### config.mk
export PLATFORM = sky130hd
export DESIGN_NAME = dfc_top
export DESIGN_NICKNAME = d
export VERILOG_FILES = /design/src/common/dfc_pkg.sv /design/src/hw/dfc_hist.sv /design/src/hw/dfc_top.sv
export VERILOG_INCLUDE_DIRS = /design/src /design/src/common
export SDC_FILE = /design/constraint.sdc
export NUM_CORES = 2
export LEC_CHECK = 0
export BUFFER_PORTS_ARGS = -buffer_cell sky130_fd_sc_hd__buf_2
export CAP_MARGIN = 40
export CORE_MARGIN = 3
export CORE_UTILIZATION = 40
export DETAILED_ROUTE_END_ITERATION = 16
export HOLD_SLACK_MARGIN = 0.15
export PLACE_DENSITY = 0.64
export SYNTH_ARGS = -nofsm -noshare
export SYNTH_HDL_FRONTEND = slang
export SYNTH_SLANG_ARGS = --single-unit
### constraint.sdc
create_clock -name CLK_IN -period 5.3 [get_ports CLK_IN]
set_input_delay 1.59 -clock CLK_IN [delete_from_list [all_inputs] [get_ports CLK_IN]]
set_output_delay 1.59 -clock CLK_IN [all_outputs]
set_load 0.005 [all_outputs]
### src/common/dfc_defs.svh
`ifndef DFC_DEFS_SVH
`define DFC_DEFS_SVH
// How it works
// - function 1 sets, 2 reads state, 3 reads flags
// - option bit0 makes set persistent across power
// - success gives error 00h, status 50h
// - return-state: low byte count, high byte number
// - return-flags likewise; other functions reserved outputs
// - feature 1: cache policy, default defer
// - forced cache: set-features accepted, no effect
// - feature 2: reordering, state 2 accepted, ignored
// - feature 3: logging interval, zero invalid
// - interval set resets history queue: entry 0 current temp, rest 80h
// - queue reset keeps period and limits

// ***********************
// register offsets (bytes)
// ***********************
`define DFC_OFF_FUNC 8'h00
`define DFC_OFF_FEAT 8'h04
`define DFC_OFF_STATE 8'h08
`define DFC_OFF_OPT 8'h0c
`define DFC_OFF_GO 8'h10
`define DFC_OFF_RESULT 8'h14
`define DFC_OFF_STAT 8'h18
`define DFC_OFF_HIST 8'h1c
`define DFC_OFF_LIMITS 8'h20
// status, go and option register field positions
`define DFC_STAT_WC_BIT 5
`define DFC_STAT_BUSY_BIT 8
`define DFC_STAT_HBUSY_BIT 9
`define DFC_GO_BIT 0
`define DFC_OPT_PERSIST_BIT 0
// ***********************
// codes and defaults
// ***********************
`define DFC_FN_SET 16'h0001
`define DFC_FN_GET 16'h0002
`define DFC_FN_FLAGS 16'h0003
`define DFC_FT_WCACHE 16'h0001
`define DFC_FT_REORDER 16'h0002
`define DFC_FT_INTERVAL 16'h0003
`define DFC_WC_DEFER 16'h0001
`define DFC_WC_FORCE_ON 16'h0002
`define DFC_WC_FORCE_OFF 16'h0003
`define DFC_RO_ENABLE 16'h0001
`define DFC_RO_DISABLE 16'h0002
`define DFC_INT_INVALID 16'h0000
`define DFC_INT_DEFAULT 16'h0001
`define DFC_ERR_OK 8'h00
`define DFC_STS_OK 8'h50
`define DFC_ERR_ABORT 8'h04
`define DFC_STS_ERR 8'h51
`define DFC_HIST_EMPTY 8'h80
`define DFC_HIST_DEPTH 128
// ***********************
// timing
// ***********************
`define DFC_MIN_SECONDS 60
`define DFC_CLK_MHZ 100
`endif

### src/common/dfc_pkg.sv
package dfc_pkg;
  typedef enum logic [1:0] {
    DFC_CMD_IDLE = 2'b01,
    DFC_CMD_EXEC = 2'b10
  } dfc_cmd_t;
  typedef enum logic [1:0] {
    DFC_HQ_RUN = 2'b01,
    DFC_HQ_CLEAR = 2'b10
  } dfc_hq_t;
endpackage

### src/hw/dfc_hist.sv
`timescale 1ns/100ps
`include "dfc_defs.svh"
module dfc_hist #(
  parameter int DEPTH = `DFC_HIST_DEPTH,
  parameter longint CYC_PER_MIN = 64'(`DFC_MIN_SECONDS) * 64'(`DFC_CLK_MHZ) * 64'd1000000
) (
  input wire logic clk,
  input wire logic srst,
  input wire logic clear_in,
  input wire logic [7:0] temp_in,
  input wire logic [15:0] interval_in,
  input wire logic [6:0] rd_idx_in,
  output logic [7:0] rd_data_out,
  output logic [6:0] idx_out,
  output logic busy_out
);
  // index and pointers are 7 bits wide, so only a 128-entry queue fits
  if (DEPTH != 128 || CYC_PER_MIN < 1) begin
    $error("dfc_hist: unsupported parameters");
  end
  logic [7:0] mem [0:DEPTH-1];
  dfc_pkg::dfc_hq_t st;
  logic [6:0] clr_ptr;
  logic [35:0] cyc_cnt;
  logic [15:0] min_cnt;
  logic tick;

  assign tick = (cyc_cnt == 36'(CYC_PER_MIN - 1));
  assign busy_out = (st == dfc_pkg::DFC_HQ_CLEAR);
  assign rd_data_out = mem[rd_idx_in];

  // ***********************
  // minute timer; restarts with each queue reset
  // ***********************
  always_ff @(posedge clk) begin
    if (srst || clear_in || tick) begin
      cyc_cnt <= 36'h0;
    end else begin
      cyc_cnt <= cyc_cnt + 36'h1;
    end
  end

  always_ff @(posedge clk) begin
    if (srst || clear_in) begin
      min_cnt <= 16'h0;
    end else if (tick) begin
      min_cnt <= (min_cnt + 16'h1 >= interval_in) ? 16'h0 : min_cnt + 16'h1;
    end
  end

  // ***********************
  // queue: index zero, first entry current temp, rest 80h
  // ***********************
  always_ff @(posedge clk) begin
    if (srst || clear_in) begin
      st <= dfc_pkg::DFC_HQ_CLEAR;
      clr_ptr <= 7'h1;
      idx_out <= 7'h0;
    end else begin
      case (st)
        dfc_pkg::DFC_HQ_CLEAR: begin
          clr_ptr <= clr_ptr + 7'h1;
          if (clr_ptr == 7'h7f) begin
            st <= dfc_pkg::DFC_HQ_RUN;
          end
        end
        default: begin
          if (tick && min_cnt + 16'h1 >= interval_in) begin
            idx_out <= idx_out + 7'h1;
          end
        end
      endcase
    end
  end

  // period and limits live elsewhere and are never touched here
  always_ff @(posedge clk) begin
    if (srst || clear_in) begin
      mem[0] <= temp_in;
    end else if (st == dfc_pkg::DFC_HQ_CLEAR) begin
      mem[clr_ptr] <= `DFC_HIST_EMPTY;
    end else if (tick && min_cnt + 16'h1 >= interval_in) begin
      mem[idx_out + 7'h1] <= temp_in;
    end
  end
endmodule

### src/hw/dfc_top.sv
`timescale 1ns/100ps
`include "dfc_defs.svh"
module dfc_top #(
  parameter longint CYC_PER_MIN = 64'(`DFC_MIN_SECONDS) * 64'(`DFC_CLK_MHZ) * 64'd1000000,
  parameter logic [15:0] SAMPLE_PERIOD = 16'h0001,
  parameter logic [7:0] MAX_OP_LIMIT = 8'h3c,
  parameter logic [7:0] OVER_LIMIT = 8'h46,
  parameter logic [7:0] MIN_OP_LIMIT = 8'h05,
  parameter logic [7:0] UNDER_LIMIT = 8'h00
) (
  // clock and reset
  input wire logic CLK_IN,
  input wire logic SRST_IN,
  // apb slave
  input wire logic PSEL_IN,
  input wire logic PENABLE_IN,
  input wire logic PWRITE_IN,
  input wire logic [7:0] PADDR_IN,
  input wire logic [31:0] PWDATA_IN,
  output logic [31:0] PRDATA_OUT,
  output logic PREADY_OUT,
  output logic PSLVERR_OUT,
  // drive core
  input wire logic HARD_RST_IN,
  input wire logic SETF_WC_VALID_IN,
  input wire logic SETF_WC_EN_IN,
  input wire logic [7:0] CUR_TEMP_IN,
  output logic SETF_ACK_OUT,
  output logic WC_ACTIVE_OUT,
  output logic IDENT_W85_B5_OUT,
  output logic REORDER_EN_OUT
);
  if (CYC_PER_MIN < 1) begin
    $error("dfc_top: CYC_PER_MIN must be positive");
  end

  dfc_pkg::dfc_cmd_t st;
  logic [15:0] func, feat, state, opt;
  logic [7:0] res_err, res_sts, res_cnt, res_num;
  logic [15:0] wc_pol, wc_pol_nv, int_val, int_val_nv;
  logic [2:0] persist;
  logic wc_setf, wc_true;
  logic [6:0] hist_rd;
  logic [7:0] hist_data;
  logic [6:0] hist_idx;
  logic hist_busy, hist_clear;
  logic apb_acc, apb_wr, apb_rd;
  logic next_abort, next_apply;
  logic [15:0] next_out;

  assign apb_acc = PSEL_IN && PENABLE_IN && PREADY_OUT;
  assign apb_wr = apb_acc && PWRITE_IN;
  assign apb_rd = PSEL_IN && PENABLE_IN && !PREADY_OUT && !PWRITE_IN;

  // ***********************
  // apb handshake: one wait state per access
  // ***********************
  always_ff @(posedge CLK_IN) begin
    if (SRST_IN) begin
      PREADY_OUT <= 1'b0;
      PSLVERR_OUT <= 1'b0;
    end else begin
      PREADY_OUT <= PSEL_IN && PENABLE_IN && !PREADY_OUT;
      PSLVERR_OUT <= PSEL_IN && PENABLE_IN && !PREADY_OUT && (PADDR_IN > `DFC_OFF_LIMITS
        || PADDR_IN[1:0] != 2'b00);
    end
  end

  always_ff @(posedge CLK_IN) begin
    if (SRST_IN) begin
      PRDATA_OUT <= 32'h0;
    end else if (apb_rd) begin
      if (PADDR_IN == `DFC_OFF_FUNC) begin
        PRDATA_OUT <= {16'h0, func};
      end else if (PADDR_IN == `DFC_OFF_FEAT) begin
        PRDATA_OUT <= {16'h0, feat};
      end else if (PADDR_IN == `DFC_OFF_STATE) begin
        PRDATA_OUT <= {16'h0, state};
      end else if (PADDR_IN == `DFC_OFF_OPT) begin
        PRDATA_OUT <= {16'h0, opt};
      end else if (PADDR_IN == `DFC_OFF_RESULT) begin
        PRDATA_OUT <= {res_num, res_cnt, res_sts, res_err};
      end else if (PADDR_IN == `DFC_OFF_STAT) begin
        // upper half shows the sampling period, which queue resets never touch
        PRDATA_OUT <= {SAMPLE_PERIOD, 6'h0, hist_busy, st == dfc_pkg::DFC_CMD_EXEC, 2'b00,
          wc_true, 5'h0};
      end else if (PADDR_IN == `DFC_OFF_HIST) begin
        PRDATA_OUT <= {8'h0, hist_data, 1'b0, hist_idx, 1'b0, hist_rd};
      end else if (PADDR_IN == `DFC_OFF_LIMITS) begin
        PRDATA_OUT <= {UNDER_LIMIT, MIN_OP_LIMIT, OVER_LIMIT, MAX_OP_LIMIT};
      end else begin
        PRDATA_OUT <= 32'h0;
      end
    end
  end

  // ***********************
  // command key registers
  // ***********************
  always_ff @(posedge CLK_IN) begin
    if (SRST_IN) begin
      func <= 16'h0;
      feat <= 16'h0;
      state <= 16'h0;
      opt <= 16'h0;
      hist_rd <= 7'h0;
    end else if (apb_wr && st == dfc_pkg::DFC_CMD_IDLE) begin
      if (PADDR_IN == `DFC_OFF_FUNC) begin
        func <= PWDATA_IN[15:0];
      end else if (PADDR_IN == `DFC_OFF_FEAT) begin
        feat <= PWDATA_IN[15:0];
      end else if (PADDR_IN == `DFC_OFF_STATE) begin
        state <= PWDATA_IN[15:0];
      end else if (PADDR_IN == `DFC_OFF_OPT) begin
        opt <= PWDATA_IN[15:0];
      end else if (PADDR_IN == `DFC_OFF_HIST) begin
        hist_rd <= PWDATA_IN[6:0];
      end
    end
  end

  // writes to GO while a command runs are dropped
  always_ff @(posedge CLK_IN) begin
    if (SRST_IN) begin
      st <= dfc_pkg::DFC_CMD_IDLE;
    end else begin
      case (st)
        dfc_pkg::DFC_CMD_IDLE: begin
          if (apb_wr && PADDR_IN == `DFC_OFF_GO && PWDATA_IN[`DFC_GO_BIT]) begin
            st <= dfc_pkg::DFC_CMD_EXEC;
          end
        end
        default: begin
          st <= dfc_pkg::DFC_CMD_IDLE;
        end
      endcase
    end
  end

  // ***********************
  // decode of the latched command
  // ***********************
  always_comb begin
    next_abort = 1'b0;
    next_apply = 1'b0;
    next_out = 16'h0;
    case (func)
      `DFC_FN_SET: begin
        if (feat == `DFC_FT_WCACHE) begin
          next_abort = state < `DFC_WC_DEFER || state > `DFC_WC_FORCE_OFF;
        end else if (feat == `DFC_FT_REORDER) begin
          next_abort = state != `DFC_RO_ENABLE && state != `DFC_RO_DISABLE;
        end else if (feat == `DFC_FT_INTERVAL) begin
          next_abort = state == `DFC_INT_INVALID;
        end else begin
          next_abort = 1'b1;
        end
        next_apply = !next_abort;
      end
      `DFC_FN_GET: begin
        if (feat == `DFC_FT_WCACHE) begin
          next_out = wc_pol;
        end else if (feat == `DFC_FT_REORDER) begin
          next_out = `DFC_RO_ENABLE;
        end else if (feat == `DFC_FT_INTERVAL) begin
          next_out = int_val;
        end else begin
          next_abort = 1'b1;
        end
      end
      `DFC_FN_FLAGS: begin
        if (feat >= `DFC_FT_WCACHE && feat <= `DFC_FT_INTERVAL) begin
          next_out = {15'h0, persist[feat[1:0] - 2'd1]};
        end else begin
          next_abort = 1'b1;
        end
      end
      default: begin
        next_abort = 1'b1;
      end
    endcase
  end

  // reserved outputs read as zero
  always_ff @(posedge CLK_IN) begin
    if (SRST_IN) begin
      res_err <= `DFC_ERR_OK;
      res_sts <= `DFC_STS_OK;
      res_cnt <= 8'h0;
      res_num <= 8'h0;
    end else if (st == dfc_pkg::DFC_CMD_EXEC) begin
      res_err <= next_abort ? `DFC_ERR_ABORT : `DFC_ERR_OK;
      res_sts <= next_abort ? `DFC_STS_ERR : `DFC_STS_OK;
      res_cnt <= next_out[7:0];
      res_num <= next_out[15:8];
    end
  end

  // ***********************
  // feature state, volatile and persistent copies
  // ***********************
  always_ff @(posedge CLK_IN) begin
    if (SRST_IN) begin
      wc_pol <= `DFC_WC_DEFER;
      wc_pol_nv <= `DFC_WC_DEFER;
      int_val <= `DFC_INT_DEFAULT;
      int_val_nv <= `DFC_INT_DEFAULT;
      persist <= 3'h0;
    end else if (HARD_RST_IN) begin
      wc_pol <= wc_pol_nv;
      int_val <= int_val_nv;
    end else if (st == dfc_pkg::DFC_CMD_EXEC && next_apply) begin
      if (feat == `DFC_FT_WCACHE) begin
        wc_pol <= state;
        persist[0] <= opt[`DFC_OPT_PERSIST_BIT];
        if (opt[`DFC_OPT_PERSIST_BIT]) begin
          wc_pol_nv <= state;
        end
      end else if (feat == `DFC_FT_REORDER) begin
        persist[1] <= opt[`DFC_OPT_PERSIST_BIT];
      end else begin
        int_val <= state;
        persist[2] <= opt[`DFC_OPT_PERSIST_BIT];
        if (opt[`DFC_OPT_PERSIST_BIT]) begin
          int_val_nv <= state;
        end
      end
    end
  end

  assign hist_clear = st == dfc_pkg::DFC_CMD_EXEC && next_apply
    && feat == `DFC_FT_INTERVAL;

  // ***********************
  // write cache operating state
  // ***********************
  always_ff @(posedge CLK_IN) begin
    if (SRST_IN) begin
      wc_setf <= 1'b1;
      SETF_ACK_OUT <= 1'b0;
    end else begin
      SETF_ACK_OUT <= SETF_WC_VALID_IN;
      if (SETF_WC_VALID_IN && wc_pol == `DFC_WC_DEFER) begin
        wc_setf <= SETF_WC_EN_IN;
      end
    end
  end

  assign wc_true = (wc_pol == `DFC_WC_DEFER) ? wc_setf : (wc_pol == `DFC_WC_FORCE_ON);

  always_ff @(posedge CLK_IN) begin
    if (SRST_IN) begin
      WC_ACTIVE_OUT <= 1'b0;
      IDENT_W85_B5_OUT <= 1'b0;
      REORDER_EN_OUT <= 1'b0;
    end else begin
      WC_ACTIVE_OUT <= wc_true;
      IDENT_W85_B5_OUT <= wc_true;
      REORDER_EN_OUT <= 1'b1;
    end
  end

  // sampling period is a fixed parameter, untouched by queue resets
  dfc_hist #(
    .DEPTH(`DFC_HIST_DEPTH),
    .CYC_PER_MIN(CYC_PER_MIN)
  ) u_hist (
    .clk(CLK_IN),
    .srst(SRST_IN),
    .clear_in(hist_clear),
    .temp_in(CUR_TEMP_IN),
    .interval_in(int_val),
    .rd_idx_in(hist_rd),
    .rd_data_out(hist_data),
    .idx_out(hist_idx),
    .busy_out(hist_busy)
  );
endmodule

==> key figures <==
Power and ir drop
  • Pwr dens: 345 mW/mm2
  • Lkg Pwr: roughly 0.019 uW
  • VDD IR max: ~0.31 mV
  • Overall Power: 20400 uW

Timing
  • Slew Limit Fails: 0
  • Setup_tns: 0 ps
  • Fmax: 196 MHz
  • Tmin final: 5100 ps
  • # setup viols final: 0
  • RSZ-0062 raised after global routing: true
  • Period Utilization, post-route: 0.963
  • Actual slew at the worst max-slew pin: between 900 and 1000 ps
  • Slew margin rel.: 0.362
  • Clk_skew: just under 30 ps
  • Final hold vios: 0

Floorplanning
  • # IOs: 94
  • Area of the core: ~0.13 mm2
  • Die Wd: between 300 and 400 um
  • Starting density of the core: 0.406
  • Num rows: 130
  • Die Y: 364 um
  • Die ar.: between 0.1 and 0.15 mm2

CTS
  • Cts bufs inserted: 134
  • # hold bufs at CTS: 0
  • Later-pin clock latency in the skew report: 740 ps
  • Clock buffer depth: 3
  • CTS Sinks: 1294
  • Htree depth: 4
  • Clock transition at path regs: 60 ps
  • Post-CTS Resized: 0
  • CTS tree: built
  • CTS root buf: clkbuf_16
  • Setup repair bufs after CTS: 0

Logic synthesis
  • Post-synthesis mux area share: 0.144
  • Post-synthesis sequential area ratio: 0.704
  • Adder-cell share of the synthesized area: 0.00585
  • Number of synthesized register bits: about 1300
  • Syn Nets: roughly 3200
  • Largest family of logic cells by synthesized area: multiplexers
  • Post-synth cell types: between 70 and 80
  • Synth Area in Compound Gates: 0.0492
  • Xor-xnor portion of the synthesized cell area: 0.0107
  • Post-synth top flop: edfxtp_1
  • Synth Area in Simple Gates: 0.0697
  • Avg Inst Size Synth: 16.4 um2
  • Post-synth design cell area: 0.0514 mm2
  • Yosys Warn Count: 0
  • Synth async-reset ratio: 0
  • Post-Synthesis Cells: 3131
  • Post-synth EDFFs: ~1000

Worst setup path
  • Slowest CP cell: nand4_2
  • Worst Path Arrival: 5550 ps
  • Max Fanout on Critical Path: 7
  • Depth of the most critical reg-to-reg path: 18
  • CP max stage delay: 480 ps
  • Nature of the critical path startpoint: flip-flop
  • CP Cell Sequence: and3_1 > nand3_1 > nor2_1 > and3_1 > and3_1 > nand3_1 > xnor2_1 > ha_1 > nand4_1 > nor3_1 > a21oi_1 > o211ai_1 > o21ai_4 > o32ai_4 > nand4_2 > buf_4 > nor2_1 > buf_4
  • Critical Path Sink Type: flip-flop
  • CP required: 5750 ps
  • Critical path type: flip-flop to flip-flop
  • CP most frequent cell: and3_1

Min path
  • Hold path cells: 2
  • Hold Path Class: flip-flop to flip-flop

Run status
  • Outcome: finished clean

Routing
  • First-pass DRT Iterations: 6
  • Routed Antenna Nets: 0
  • Routed vias: 28900
  • DR WL/cell: about 25 um
  • Drt drc: 0
  • Total Wirelength: roughly 130000 um
  • DR iter-0 viols: 3068
  • DR vias/cell: between 5 and 6

GRT
  • First-pass GRT wire length: 188000 um
  • Antenna violations before repair: 0
  • Via count of the first global-routing pass: between 20000 and 30000
  • Total overflow reported by the global router: 0
  • GRT Total Usage: 0.190
  • Largest net degree at the start of global routing: 85

Placement
  • Port bufs: 77
  • HPWL after DPL: ~81000 um
  • Gpl congestion: 0.834
  • Inst Count DP: 4890

Finish
  • Nets@finish: 3456
  • Layout area overhead: 15.3%
  • Final Util: 0.468
  • Fillers: 10700
  • Layout cells sized above 1: 0.244
  • Final Non-Filler Cells: 5135

Run
  • Max cap viols: 0
## Yosys cell counts (all sizes together), types with 4 or more instances
master  count  area, um2
edfxtp   1024      30700
nor2      308       1170
mux4      291       6550
dfxtp     270       5410
nand2     228        866
a21oi     141        709
clkbuf    114        428
a22oi      88        661
nand3      86        450
buf        70        323
mux2i      67        671
o21ai      47        258
and2       33        206
xor2       32        280
xnor2      31        272
inv        28        105
ha         24        300
nand4      23        163
and3       22        138
nor4       21        146
nor3       18       90.1
a221oi     17        196
a22o       15        131
mux2       15        169
a211oi     14        105
nor2b      13       81.3
o22ai      11       68.8
a222oi      8       80.1
and4        8       70.1
a31oi       7       43.8
nand2b      6       37.5
o211ai      6       50.1
or3         5       31.3
nand3b      4       30.0
## through the flow
step,cell area (um2),worst slack (ps),hold WS (ps)
final,59200,197,438
after global routing,59200,-95.2,465
after CTS,59200,220,447
after detailed placement,55000,191,444
after global placement,54800,143,435
after floorplan,51400,697,427
## worst paths after layout
kind	startpoint	slack (ps)	to
worst max-delay path	u_hist.min_cnt[2]$_SDFFE_PP0N_	200	u_hist.mem[121][7]$_DFFE_PP_
worst max register to register	u_hist.min_cnt[2]$_SDFFE_PP0N_	200	u_hist.mem[121][7]$_DFFE_PP_
worst min register to register	wc_pol_nv[14]$_SDFFE_PP0P_	440	wc_pol[14]$_SDFFE_PP0P_
worst min-delay path	wc_pol_nv[14]$_SDFFE_PP0P_	440	wc_pol[14]$_SDFFE_PP0P_
## sequential cells by signal, summed over array words and instances (netlist names), 2 cells and up, named ones only
register        count
PRDATA_OUT         32
feat               16
func               16
hist_rd             7
int_val            16
int_val_nv         16
opt                16
persist             3
res_cnt             8
res_num             8
st                  2
state              16
u_hist.clr_ptr      7
u_hist.cyc_cnt     36
u_hist.idx_out      7
u_hist.mem       1024
u_hist.min_cnt     16
u_hist.st           2
wc_pol             16
wc_pol_nv          16
## metal layers
metal	GRT usage	share of wire	up-vias
met3	0.0444	0.075	191
met4	0.0611	0.028	0
met5	0	0	-
met1	0.259	0.42	14800
met2	0.304	0.48	1097
li1	-	-	12800
## logic make-up after synthesis
kind of cell | count (synthesis)
AND/OR/NAND/NOR | 787
XOR/XNOR | 63
adder cells (fa/ha/maj) | 24
flip-flops | 1294
buffers and inverters | 214
multiplexers | 373
AO/OA/AOI/OAI | 376
## power by group
part	switching [uW]	internal [uW]
Clock	3910	5090
Combinational	325	94.0
Sequential	17.9	11000
Total	4250	16200
## placed cells by master, fill, tap and decap left out, types with 10 or more instances in the layout
cell | synthesis | layout
clkinv_1 | 2 | 24
a21oi_1 | 140 | 139
o22ai_1 | 11 | 11
and3_1 | 22 | 22
xor2_1 | 32 | 32
edfxtp_1 | 1024 | 1024
nor4_1 | 20 | 19
buf_2 | 30 | 76
mux2i_1 | 67 | 67
nor2_1 | 307 | 299
clkinv_2 | 0 | 24
dfxtp_1 | 270 | 266
xnor2_1 | 31 | 31
a221oi_1 | 13 | 13
a211oi_1 | 14 | 13
nor2b_1 | 13 | 10
nand3_1 | 82 | 81
o21ai_0 | 40 | 40
mux4_2 | 291 | 291
a22o_1 | 15 | 15
and2_1 | 33 | 26
clkbuf_16 | 0 | 137
nand2_1 | 224 | 224
buf_4 | 6 | 202
nand4_1 | 20 | 20
inv_1 | 28 | 28
nor3_1 | 18 | 16
a22oi_1 | 88 | 88
ha_1 | 24 | 24
clkbuf_1 | 114 | 32
mux2_2 | 15 | 15
## worst max-delay path: cells and delay by family (launching register included)
family	cells	cell delay, ps
fa+ha+maj	1	300
buf+inv	2	570
flops	1	390
simple gates	10	2280
xor+xnor	1	160
compound gates	4	1080
## layout make-up
type | count | area [um2] | area share
inverters | 30 | 113 | 0.00190
clock inverters | 68 | 571 | 0.00963
flip-flops and latches | 1294 | 36200 | 0.611
diodes | 1 | 2.50 | 0.0000422
clock buffers | 176 | 3640 | 0.0615
repair buffers | 293 | 2210 | 0.0373
well taps | 1650 | 2060 | 0.0349
multi-input cells | 1623 | 14500 | 0.244
Note: power is estimated with default switching activity, not from simulation.
